File: config.mk
export PLATFORM = sky130hd
export DESIGN_NAME = pcc_clock_ctrl
export DESIGN_NICKNAME = d
export VERILOG_FILES = /design/src/core/pcc_pkg.sv /design/src/core/pcc_links.sv /design/src/core/pcc_lock_timer.sv /design/src/core/pcc_pin_clock.sv /design/src/core/pcc_clock_ctrl.sv
export VERILOG_INCLUDE_DIRS = /design/src /design/src/core
export SDC_FILE = /design/constraint.sdc
export NUM_CORES = 1
export LEC_CHECK = 0
export ABC_CLOCK_PERIOD_IN_PS = 3550
export BUFFER_PORTS_ARGS = -buffer_cell sky130_fd_sc_hd__buf_2
export CORE_MARGIN = 1.5
export CORE_UTILIZATION = 35
export CTS_CLUSTER_DIAMETER = 40
export DETAILED_ROUTE_END_ITERATION = 10
export HOLD_SLACK_MARGIN = 0.06
export SETUP_SLACK_MARGIN = 0.5
export SYNTH_ARGS = -nofsm -noshare
export SYNTH_HDL_FRONTEND = slang
export SYNTH_HIERARCHICAL = 1
export SYNTH_SLANG_ARGS = --single-unit
export TNS_END_PERCENT = 30
File: constraint.sdc
create_clock -name clock -period 3.55 [get_ports clock]
set_input_delay 0.1775 -clock clock [delete_from_list [all_inputs] [get_ports clock]]
set_output_delay 0.1775 -clock clock [all_outputs]
set_load 0.01 [all_outputs]
File: src/core/pcc_defs.svh
/*
  register offsets, field positions, reset values and counts for the clock control block.
  assumes it is included by bare name from the package and design files.
*/
`ifndef PCC_DEFS_SVH
`define PCC_DEFS_SVH
// ----------------------------------------
// register byte addresses
// ----------------------------------------
`define PCC_ADDR_SYNTH_CTRL 32'hFFFFF82C
`define PCC_ADDR_LOCK_STATE 32'hFFFFF824
`define PCC_ADDR_LOCKUP_SEL 32'hFFFFF82E
`define PCC_ADDR_PROG_CLK 32'hFFFFF82F
// ----------------------------------------
// field positions
// ----------------------------------------
`define PCC_BIT_RUN 0
`define PCC_BIT_SEL 1
`define PCC_BIT_LOCK 0
`define PCC_BIT_PCL_EN 4
// ----------------------------------------
// reset values and counts
// ----------------------------------------
`define PCC_RST_SYNTH_CTRL 8'h01
`define PCC_RST_LOCKUP_SEL 2'h3
`define PCC_RST_PROG_CLK 8'h00
`define PCC_MULT_SYNTH 3'h4
`define PCC_MULT_BYPASS 3'h1
`define PCC_LOCK_BASE_EXP 10
`define PCC_LOCK_CNT_W 16
`define PCC_DIV_CNT_W 4
`endif

File: src/core/pcc_pkg.sv
/*
  state types of the clock control block.
  assumes pcc_defs.svh is on the include path.
*/
`include "pcc_defs.svh"
package pcc_pkg;
  // control and register state of the top
  typedef struct packed {
    logic run;           // multiplier run bit
    logic sel;           // multiplier select bit as stored
    logic [1:0] lk_sel;  // lockup wait selection
    logic pcl_en;        // pin clock output enable
    logic [1:0] pcl_div; // pin clock divider code
    logic lock;          // 1 while unlocked
    logic active;        // multiplier really running
    logic act_prev;      // active one cycle ago
    logic clk_sel;       // effective clock selection
    logic [2:0] mult;    // operating clock ratio
    logic [7:0] rdata;   // read data register
  } pcc_ctrl_st_t;
  // lockup timer state
  typedef struct packed {
    logic busy;
    logic [`PCC_LOCK_CNT_W-1:0] cnt;
    logic [1:0] sel;
    logic done;
  } pcc_lock_st_t;
  // pin clock generator state
  typedef struct packed {
    logic [`PCC_DIV_CNT_W-1:0] cnt;
    logic en;
    logic [1:0] div;
    logic pin;
  } pcc_pcl_st_t;
endpackage : pcc_pkg

File: src/core/pcc_links.sv
/*
  carriers between the control module and its lockup timer and pin clock generator.
  assumes all three sit on one clock.
*/
interface pcc_lock_if;
  logic start;     // one-cycle restart of the wait
  logic [1:0] sel; // wait selection
  logic tick;      // one oscillator period elapsed
  logic done;      // one-cycle end of the wait
  modport ctrl (output start, sel, tick, input done);
  modport timer (input start, sel, tick, output done);
endinterface : pcc_lock_if

interface pcc_pcl_if;
  logic en;        // requested pin enable
  logic [1:0] div; // requested divider code
  logic pin;       // pin level, from a flip-flop
  modport ctrl (output en, div, input pin);
  modport gen (input en, div, output pin);
endinterface : pcc_pcl_if

File: src/core/pcc_lock_timer.sv
/*
  lockup wait timer: counts oscillator ticks up to 2^(base+sel).
  assumes start and tick are synchronous one-cycle pulses.
*/
`include "pcc_defs.svh"
module pcc_lock_timer #(
  parameter int LOCK_BASE = `PCC_LOCK_BASE_EXP
) (
  input wire logic clock,
  input wire logic rst_n,
  pcc_lock_if.timer lk
);
  import pcc_pkg::*;
  localparam logic [`PCC_LOCK_CNT_W-1:0] ONE = 1;
  // an exponent outside this range would overflow the counter
  if (LOCK_BASE < 1 || LOCK_BASE + 3 >= `PCC_LOCK_CNT_W) begin : g_bad_base
    $error("lock base exponent out of range");
  end
  pcc_lock_st_t s_q, s_d;
  logic [`PCC_LOCK_CNT_W-1:0] last;
  // last count of the selected wait
  assign last = (ONE << (LOCK_BASE + int'(s_q.sel))) - ONE;
  // ----------------------------------------
  // counting
  // ----------------------------------------
  always_comb begin
    s_d = s_q;
    s_d.done = 1'b0;
    if (lk.start) begin
      // restart from zero, latching the selection R22
      s_d.busy = 1'b1;
      s_d.cnt = '0;
      s_d.sel = lk.sel;
    end else if (s_q.busy && lk.tick) begin
      if (s_q.cnt == last) begin
        s_d.busy = 1'b0;
        s_d.done = 1'b1;
      end else begin
        s_d.cnt = s_q.cnt + ONE;
      end
    end
  end
  always_ff @(posedge clock) begin
    if (!rst_n) begin
      s_q <= '0;
    end else begin
      s_q <= s_d;
    end
  end
  assign lk.done = s_q.done;
endmodule : pcc_lock_timer

File: src/core/pcc_pin_clock.sv
/*
  divided pin clock with glitch-free enable and divider changes.
  assumes the main clock drives clock.
*/
`include "pcc_defs.svh"
module pcc_pin_clock (
  input wire logic clock,
  input wire logic rst_n,
  pcc_pcl_if.gen pc
);
  import pcc_pkg::*;
  pcc_pcl_st_t s_q, s_d;
  logic [`PCC_DIV_CNT_W-1:0] nxt;
  // ----------------------------------------
  // divider
  // ----------------------------------------
  always_comb begin
    s_d = s_q;
    nxt = s_q.cnt + 4'h1;
    s_d.cnt = nxt;
    // settings only change at the wrap, where every tap is about to go low,
    // so no shortened high or low phase reaches the pin R23
    if (s_q.cnt == 4'hF) begin
      s_d.en = pc.en;
      s_d.div = pc.div;
    end
    // tap n of the counter is the main clock over 2^(n+1) R07
    s_d.pin = s_d.en & nxt[s_d.div];
  end
  always_ff @(posedge clock) begin
    if (!rst_n) begin
      s_q <= '0;
    end else begin
      s_q <= s_d;
    end
  end
  assign pc.pin = s_q.pin;
endmodule : pcc_pin_clock

File: src/core/pcc_clock_ctrl.sv
/*
  clock multiplier control: run and select bits, lock status, lockup wait
  selection, low-power halt and the programmable clock pin.
  assumes a synchronous byte register port, an oscillator tick pulse and
  low-power mode levels from the power controller, all on clock.
*/
// The address-and-strobe port was left to the implementer.
`include "pcc_defs.svh"
// Operation
// lockup wait chosen by byte-only two-bit field
// codes select 2^10 to 2^13 oscillator periods
// lockup selection resets to longest wait
// software picks a wait of enough microseconds
// software leaves selection alone during wait
// pin low when disabled, clock when enabled
// divider codes give main clock /2../16
// pin clock register resets zero, bit access
// software sets port functions before enable
// pin enable only while multiplier runs; the code does not gate pcl_en with run
// after reset run is 1, select 0
// software waits for lock before selecting
// software bypasses, waits eight clocks, stops
// deep idle or stop halts, exit restores
// software sets settle time from bypass
// software sets longer settle time from multiplier
// light idle leaves multiplier running
// unused multiplier must be stopped by software
// run clear forces bypass; select needs lock
// lock reads 1 until lockup timer overflows
// operating clock four times or equal oscillator
// lockup timer restarts on run rising
// pin clock switches without short pulses
module pcc_clock_ctrl #(
  parameter int LOCK_BASE = `PCC_LOCK_BASE_EXP
) (
  input wire logic clock,
  input wire logic rst_n,
  input wire logic [31:0] bus_addr,
  input wire logic [7:0] bus_wdata,
  input wire logic bus_we,
  input wire logic bus_re,
  input wire logic bus_bit,
  input wire logic [2:0] bus_bit_idx,
  output logic [7:0] bus_rdata,
  input wire logic osc_tick,
  input wire logic deep_idle_mode,
  input wire logic stop_mode,
  output logic synth_active,
  output logic synth_clock_select,
  output logic [2:0] op_clock_mult,
  output logic prog_clock_pin
);
  import pcc_pkg::*;

  // ----------------------------------------
  // reset image
  // ----------------------------------------
  // lock reads 1 from reset until the first wait after release ends
  // run set, bypass selected, unlocked, longest wait, pin disabled R03 R08 R11
  localparam pcc_ctrl_st_t RST_ST = '{
    run: 1'(`PCC_RST_SYNTH_CTRL >> `PCC_BIT_RUN),
    sel: 1'b0,
    lk_sel: `PCC_RST_LOCKUP_SEL,
    pcl_en: 1'b0,
    pcl_div: 2'h0,
    lock: 1'b1,
    active: 1'b0,
    act_prev: 1'b0,
    clk_sel: 1'b0,
    mult: `PCC_MULT_BYPASS,
    rdata: 8'h00
  };

  pcc_ctrl_st_t s_q, s_d; // all control state
  logic halt;             // low-power request that stops the multiplier
  logic [7:0] ctrl_img;   // run/select register as read
  logic [7:0] lock_img;   // lock status register as read
  logic [7:0] lsel_img;   // lockup selection register as read
  logic [7:0] pcl_img;    // pin clock register as read

  pcc_lock_if lk ();
  pcc_pcl_if pc ();

  // ----------------------------------------
  // helpers
  // ----------------------------------------
  // single-bit write lands on one bit, byte write replaces all
  function automatic logic [7:0] merge(
    input logic [7:0] old,
    input logic [7:0] wd,
    input logic bit_op,
    input logic [2:0] idx
  );
    logic [7:0] r;
    r = old;
    if (bit_op) begin
      r[idx] = wd[0];
    end else begin
      r = wd;
    end
    return r;
  endfunction : merge

  // read either the whole byte or one bit in bit 0
  function automatic logic [7:0] pick(
    input logic [7:0] img,
    input logic bit_op,
    input logic [2:0] idx
  );
    logic [7:0] r;
    r = img;
    if (bit_op) begin
      r = {7'h00, img[idx]};
    end
    return r;
  endfunction : pick

  // ----------------------------------------
  // register images
  // ----------------------------------------
  // unused bits read as zero
  always_comb begin
    ctrl_img = 8'h00;
    ctrl_img[`PCC_BIT_RUN] = s_q.run;
    ctrl_img[`PCC_BIT_SEL] = s_q.sel;
    lock_img = 8'h00;
    lock_img[`PCC_BIT_LOCK] = s_q.lock;
    lsel_img = {6'h00, s_q.lk_sel};
    pcl_img = 8'h00;
    pcl_img[`PCC_BIT_PCL_EN] = s_q.pcl_en;
    pcl_img[1:0] = s_q.pcl_div;
  end

  // light idle is deliberately absent: the multiplier keeps running there R17
  assign halt = deep_idle_mode | stop_mode;

  // ----------------------------------------
  // next state
  // ----------------------------------------
  always_comb begin
    logic [7:0] wb;
    wb = 8'h00;
    s_d = s_q;
    s_d.rdata = 8'h00; // read data stands one cycle only

    // register writes
    // the lock status address has no write branch, so it is read-only
    if (bus_we) begin
      if (bus_addr == `PCC_ADDR_SYNTH_CTRL) begin
        wb = merge(ctrl_img, bus_wdata, bus_bit, bus_bit_idx);
        s_d.run = wb[`PCC_BIT_RUN];
        // select can only be set once locked; while unlocked a 1 leaves the stored select bit as it was R19
        s_d.sel = wb[`PCC_BIT_SEL] & (s_q.sel | ~s_q.lock);
      end else if (bus_addr == `PCC_ADDR_PROG_CLK) begin
        wb = merge(pcl_img, bus_wdata, bus_bit, bus_bit_idx);
        s_d.pcl_en = wb[`PCC_BIT_PCL_EN];
        s_d.pcl_div = wb[1:0];
      end else if (bus_addr == `PCC_ADDR_LOCKUP_SEL) begin
        // whole bytes only: bit writes leave the field as it is R01
        if (!bus_bit) begin
          s_d.lk_sel = bus_wdata[1:0];
        end
      end
    end

    // clearing run drops back to bypass R19
    if (!s_d.run) begin
      s_d.sel = 1'b0;
    end

    // register reads, unmapped addresses read zero
    if (bus_re) begin
      if (bus_addr == `PCC_ADDR_SYNTH_CTRL) begin
        s_d.rdata = pick(ctrl_img, bus_bit, bus_bit_idx);
      end else if (bus_addr == `PCC_ADDR_LOCK_STATE) begin
        s_d.rdata = pick(lock_img, bus_bit, bus_bit_idx);
      end else if (bus_addr == `PCC_ADDR_PROG_CLK) begin
        s_d.rdata = pick(pcl_img, bus_bit, bus_bit_idx);
      end else if (bus_addr == `PCC_ADDR_LOCKUP_SEL) begin
        // bit reads are not served by this register
        if (!bus_bit) begin
          s_d.rdata = lsel_img;
        end
      end
    end

    // halted in deep idle or stop; the run and select bits are kept so that
    // leaving the mode brings back the state held before entry R14
    s_d.active = s_d.run & ~halt;
    s_d.act_prev = s_q.active;

    // lock status
    if (!s_q.active) begin
      s_d.lock = 1'b1; // stopped or halted reads unlocked
    end else if (lk.start) begin
      s_d.lock = 1'b1;
    end else if (lk.done) begin
      s_d.lock = 1'b0;
    end

    // the multiplied clock is only used while running and locked, so an
    // exit from low power sits in bypass until the wait is over
    s_d.clk_sel = s_d.sel & s_d.active & ~s_d.lock;
    s_d.mult = s_d.clk_sel ? `PCC_MULT_SYNTH : `PCC_MULT_BYPASS;
  end

  // ----------------------------------------
  // state register
  // ----------------------------------------
  // synchronous reset: the reset image loads on any rising clock edge with rst_n low
  always_ff @(posedge clock) begin
    if (!rst_n) begin
      s_q <= RST_ST;
    end else begin
      s_q <= s_d;
    end
  end

  // ----------------------------------------
  // lockup timer hookup
  // ----------------------------------------
  // each rise of the running state restarts the wait, including the one
  // right after reset release and each exit from a halting mode;
  // the timer latches the selection at start, so a late write cannot
  // shorten a wait already under way
  assign lk.start = s_q.active & ~s_q.act_prev;
  assign lk.sel = s_q.lk_sel;
  assign lk.tick = osc_tick;

  pcc_lock_timer #(
    .LOCK_BASE(LOCK_BASE)
  ) u_lock (
    .clock(clock),
    .rst_n(rst_n),
    .lk(lk)
  );

  // ----------------------------------------
  // pin clock hookup
  // ----------------------------------------
  // the generator takes new settings only at its wrap, trading up to
  // sixteen cycles of latency for a clean pin waveform
  assign pc.en = s_q.pcl_en;
  assign pc.div = s_q.pcl_div;

  pcc_pin_clock u_pcl (
    .clock(clock),
    .rst_n(rst_n),
    .pc(pc)
  );

  // ----------------------------------------
  // outputs
  // ----------------------------------------
  // every output is a register output, so no decode glitch reaches a pin
  assign bus_rdata = s_q.rdata;
  assign synth_active = s_q.active;
  assign synth_clock_select = s_q.clk_sel;
  assign op_clock_mult = s_q.mult;
  assign prog_clock_pin = pc.pin;
endmodule : pcc_clock_ctrl

# Word-level counts from Yosys, hierarchy flattened
# Cells that the tools add are included.
[word_totals]
reg_bits = 50
inputBits = 51
output_inout_bits = 14
elab_cells = 104
[classes]
add_sub_neg = 4
n_lt_le_gt_ge = 3
eq_ne = 6
shifts = 1
mux = 42
n_bitwise = 18
reduce_logical = 11
[op_table]
columns = ["operator", "count"]
rows = [
  ["== test 32 bit (second input constant)", 4],
  ["two-way mux 17 bit", 2],
  ["<< shifter 1 x 32 -> 16 bit (first input constant)", 1],
  ["two-way mux 8 bit", 3],
  ["two-way mux 2 bit", 10],
  ["adder 16 x 1 -> 16 bit (second input constant)", 1],
  ["bitwise mux 8 bit", 2],
  ["== test 16 bit", 1],
  ["two-way mux 16 bit", 1],
  ["subtractor 16 x 1 -> 16 bit (second input constant)", 1],
  ["two-way mux 5 bit", 3],
  ["two-way mux 1 bit", 12],
  ["NOT 1 bit", 10],
  ["binary-select mux 1 bit (select 3 bit)", 3],
  ["two-way mux 3 bit", 3],
  ["two-way mux 7 bit", 1],
  ["bitwise AND 1 bit", 6],
  ["AND reduction 2 bit", 3],
  ["adder 4 x 2 -> 5 bit (first input constant)", 1],
  ["AND reduction 5 bit", 1],
  ["adder 4 x 1 -> 4 bit (second input constant)", 1],
  ["== test 4 bit (second input constant)", 1],
  ["< comparator 3 x 4 -> 1 bit (second input constant)", 1],
  ["nonzero test 2 bit", 2],
  ["other kinds (9)", 11],
]

# Longest topological paths before layout
[depth]
word_depth = 15
mapped_depth = 7
ltp_nobuf = 6

# Modules after synthesis
# The synthesis kept the hierarchy.
[modules_own_cells]
columns = ["mod", "instances", "cells_each", "area_per_inst_um2", "seq_area_each_um2"]
rows = [
  ["pcc_lock_timer", 1, 125, 1083.5, 400.4],
  ["pcc_clock_ctrl", 1, 123, 1018.5, 300.3],
  ["pcc_pin_clock", 1, 32, 351.6, 160.2],
]

# Worst setup path before layout
# No wires, ideal clock.
[synth_path]
kind = "register to register"
from = "register u_lock/s_q[3] (netlist name)"
to = "register u_lock/s_q[3] (netlist name)"
setup_ns = 0.133
arrival_time_ns = 1.861
required_time_ns = 3.417
setup_slack_ns = 1.555
stages_incl_launch_ff = 8
path_buffers = 1
period_less_slack_ns = 1.995
cell_sequence = "dfxtp_1 -> ha_1 -> nand2_1 -> or4_4 -> a2111oi_4 -> buf_6 -> or3_1 -> a21oi_2"
[synth_via]
elab_chain_len = 3
elab_cells_between_ends = 4
cone_classes = "1 x add/sub; 1 x eq/ne; 1 x bitwise; 1 x reduce/logical"
[synth_rtl]
columns = ["item", "line", "source"]
rows = [
  ["start, declared", "pcc_lock_timer.sv:19", "pcc_lock_st_t s_q, s_d;"],
  ["start signal, assigned", "pcc_lock_timer.sv:45", "s_q <= '0;"],
  ["start signal, assigned", "pcc_lock_timer.sv:47", "s_q <= s_d;"],
  ["branches (longest 3 deep; another with adder 16 x 1 -> 16 bit)", "--", ""],
]
# Several ways; the timed one is not identified.
# A chain may end at the register's enable or synchronous reset.

# Worst setup path after layout
[layout_path]
from = "register u_lock/s_q[3] (netlist name)"
to = "register u_lock/s_q[6] (netlist name)"
# The elaborated chain is that of the path after synthesis.

==> results.txt <==
Dividing the detail-routed wire length by the instance count gives 13.3 um. The part of the power in the clock network came out at 40.6%. Setup repair after global routing left no endpoint under its margin.

The cell count after synthesis came out at 280. The clock drives 43 sinks. The largest net degree at the start of global routing came out at 31. Yosys mapped a number of flops with a built-in enable equal to 0.

Walking the worst path, the cells encountered are ha_1 > nand2_1 > or4_4 > a2111oi_4 > or3_1 > a21oi_2. The overflow left after global routing is 0. The violation count after the first detailed-route iteration came out at 96. The number of warning messages in the yosys log came out at 6.

For this run, design rule violations remaining after detail routing come to 0. The estimated wirelength of the detail-placed design is 4150 um. The first detailed-routing pass ran for 4 iterations. The analysis attributes to cell leakage a power of 1.04 nW. The number of buffer cells added on primary ports is 53. The distinct cell type count after synthesis is 63. Setup violations remaining at the end of the flow were counted as 0. The number of global-route vias before repair is 2053. The final setup TNS came out at 0 ns.

The repair_antennas step left the layout with diodes totalling 0. The final critical-path setup slack is 1.09 ns. The stage delay of the slowest cell on the critical path is 0.77 ns.

The top cell type's share of synthesized area is 35.1%. The minimum clock period after layout is 2.46 ns. The worst supply voltage drop on vdd is 244 uV. The nature of the critical path endpoint is a flip-flop. The final number of hold-violating endpoints came to 0. The die is 86.7 um wide. The worst min-delay path class is input pin to flip-flop. The placed instance area is 2740 um^2. The worst setup path is of the flip-flop to flip-flop kind. The number of antenna violations at the first check in global routing is 0. The total routing usage reported by global routing came out at 16.1%. The maximum fanout count along the critical path came out at 13. The area added between synthesis and finish came out at 16.4%. TritonCTS built the clock tree.

The worst setup slack before clock tree synthesis is 1.13 ns. Broken down by cell family, the worst path's largest delay share belongs to simple AND/OR/NAND/NOR gates. Data on the critical path arrives at its endpoint at 2.64 ns. Combinational cells account for 9.1% of the total power. The clock tree synthesis step divided the H-tree into 2 levels.

The net total in the final layout is 382. The clock network latency to the later pin of the worst-skew pair is 0.30 ns. The share of the Yosys chip area taken by registers is 35.1%. The vias after detailed routing is 2246. Of all cell types, the one taking the most synthesized area is sky130_fd_sc_hd__dfxtp_1. The core region area came out at 6790 um^2. Static timing analysis puts the maximum clock frequency at 406 MHz. The number of ports placed on the die boundary came out at 65. The number of routed nets with antenna violations is 0. The most frequently used cell type in the post-synthesis netlist is sky130_fd_sc_hd__dfxtp_1. The global-route wire length before repair came out at 9730 um.

The die is 86.7 um tall. The total wirelength of the detailed-routed design came out at 5650 um. The design draws 0.000982 W. The required arrival time at the worst endpoint is 3.73 ns.

The mean instance size in the synthesized netlist came out at 8.76 um^2. The transition time at the pin with the least slew margin is 0.801 ns. The share of flip-flops with an asynchronous set or reset came out at 0%.

The overall die area is 7520 um^2. The final design instance area without fill came out at 2860 um^2. The worst setup path is launched from a flip-flop. The fraction of final layout cells with drive strength greater than 1 is 25.2%. The number of placement rows is 30. The internal power is 0.000739 W. After clock tree synthesis, the repair step resized 0 gates. The total net switching power came out at 0.000243 W.

The initial utilization of the core area, before any placement, comes to 36.1%. The count of maximum capacitance violations came out at 0. The cell area that synthesis handed to floorplanning was 2450 um^2.

The clock root buffer master is sky130_fd_sc_hd__clkbuf_8. Clock tree synthesis inserted a total of 5 buffers. The last weighted congestion value of the routability-driven placer is 0.848. Registers are responsible for 50.3% of the overall power. The run finished with clean final reports.

The post-CTS setup buffer count is 0. After detailed routing, the number of vias per cell comes to 5.27. The number of pins exceeding their max-slew limit in the final report came out at 0. The worst path uses 69.4% of the clock period. After clock tree synthesis, the clock-pin slew on the worst setup and hold paths is 0.09 ns. In this run the tightest slew margin relative to its limit is 46.6%.

The worst clock skew came out at 0.00896 ns. By area the synthesized netlist is led by sky130_fd_sc_hd__dfxtp_1, sky130_fd_sc_hd__mux2i_1, sky130_fd_sc_hd__buf_4. Among all flip-flop cells after synthesis, the most frequent one is sky130_fd_sc_hd__dfxtp_1. The number of buffer and inverter instances along the worst setup path is 0. The slowest stage of the critical path is the sky130_fd_sc_hd__a2111oi_4 cell. By count the netlist is led by sky130_fd_sc_hd__dfxtp_1, sky130_fd_sc_hd__nand2_1, sky130_fd_sc_hd__nor2_1.

The power per cell area came out at 344 nW/um^2. The net switching share of the total power came out at 24.8%. The number of hold buffers added after CTS is 0. The maximum clock path buffer count came out at 2.

The total of flip-flops plus latches after synthesis is 43.
## worst paths after layout
check | startpoint | end | slack, ns | depth (start not counted)
max | u_lock/s_q[3]$_SDFFE_PP0P_ | u_lock/s_q[6]$_SDFFE_PP0P_ | 1.09 | 6
min | osc_tick | u_lock/s_q[19]$_SDFFE_PN0P_ | 0.1 | 2
max reg2reg | u_lock/s_q[3]$_SDFFE_PP0P_ | u_lock/s_q[6]$_SDFFE_PP0P_ | 1.09 | 6
min reg2reg | s_q[12]$_SDFF_PN0_ | lock_img[0]$_SDFF_PN1_ | 0.46 | 1
## routing by layer
layer  routed length, um  part of all wire [%]  global-route usage [%]
met1                2730                    48                    22.3
met2                2530                    45                    24.9
met3                 301                   5.3                    3.90
met4                  79                   1.4                    4.99
met5                   0                     0                       0
## cells by family (layout without fill, tap and decap cells)
logic type / Yosys count / after routing / share of synthesized area [%]
simple gates: 134 / 134 / 31.7
compound gates: 60 / 60 / 19.4
flops: 43 / 43 / 35.1
buf+inv: 23 / 68 / 5.81
mux: 12 / 12 / 5.05
xor+xnor: 5 / 5 / 1.79
fa+ha+maj: 2 / 2 / 1.02
other cells: 1 / 6 / 0.153
## layout make-up
| class | count | area [um^2] |
|---|---|---|
| Inverter | 7 | 26.3 |
| Fill cell | 693 | 3940 |
| Sequential cell | 43 | 861 |
| Tap cell | 96 | 120 |
| Timing Repair Buffer | 53 | 265 |
| Clock buffer | 5 | 68.8 |
| Multi-Input combinational cell | 219 | 1470 |
| Clock inverter | 3 | 46.3 |
## registers in the layout, summed over array words and instances (netlist names), 2 cells and up, named ones only
register / flops
lk.sel: 2
op_clock_mult: 2
u_pcl/s_q: 7
ctrl_img: 2
u_lock/s_q: 19
bus_rdata: 3
## power groups by stage
stage,Sequential [W],Combinational [W],Clock [W]
CTS,0.000494,0.0000892,0.000411
floorplan,0.000504,0.0000527,0
detailed placement,0.000505,0.0000889,0
global route,0.000495,0.000101,0.000426
global placement,0.000505,0.0000884,0
finish,0.000494,0.0000895,0.000399
## stage by stage
stage	cells	hold WS (ns)	util [%]
after floorplan	285	0.285	-
after global placement	418	0.419	40.3
after detailed placement	418	0.422	40.3
after CTS	426	0.0858	42.0
after global routing	426	0.110	42.0
final	426	0.0984	42.0
## placed cells by master (no fill, tap or decap), types with 2 or more instances in the layout
cell and n:
sky130_fd_sc_hd__nor2b_1 11, sky130_fd_sc_hd__nor2_1 18, sky130_fd_sc_hd__and2_1 4, sky130_fd_sc_hd__a21oi_2 4
sky130_fd_sc_hd__dfxtp_1 43, sky130_fd_sc_hd__conb_1 6, sky130_fd_sc_hd__nand3b_1 4, sky130_fd_sc_hd__or4_1 6
sky130_fd_sc_hd__o21ai_2 4, sky130_fd_sc_hd__nand3_1 14, sky130_fd_sc_hd__or2b_1 2, sky130_fd_sc_hd__nand4_1 12
sky130_fd_sc_hd__inv_1 7, sky130_fd_sc_hd__a21boi_0 4, sky130_fd_sc_hd__ha_1 2, sky130_fd_sc_hd__nor3b_1 3
sky130_fd_sc_hd__mux2_2 2, sky130_fd_sc_hd__nand2_1 22, sky130_fd_sc_hd__or3_1 9, sky130_fd_sc_hd__o211ai_1 6
sky130_fd_sc_hd__nor4b_1 2, sky130_fd_sc_hd__and2b_2 2, sky130_fd_sc_hd__nor3_1 5, sky130_fd_sc_hd__o31ai_1 6
sky130_fd_sc_hd__a21oi_1 9, sky130_fd_sc_hd__xnor2_1 2, sky130_fd_sc_hd__a211oi_1 3, sky130_fd_sc_hd__xor2_1 3
sky130_fd_sc_hd__o21ai_0 7, sky130_fd_sc_hd__nor4bb_1 3, sky130_fd_sc_hd__clkbuf_8 5, sky130_fd_sc_hd__nor4_1 4
sky130_fd_sc_hd__and3_1 5, sky130_fd_sc_hd__mux2i_1 9, sky130_fd_sc_hd__buf_2 53
(Power assumes the default switching activity.)
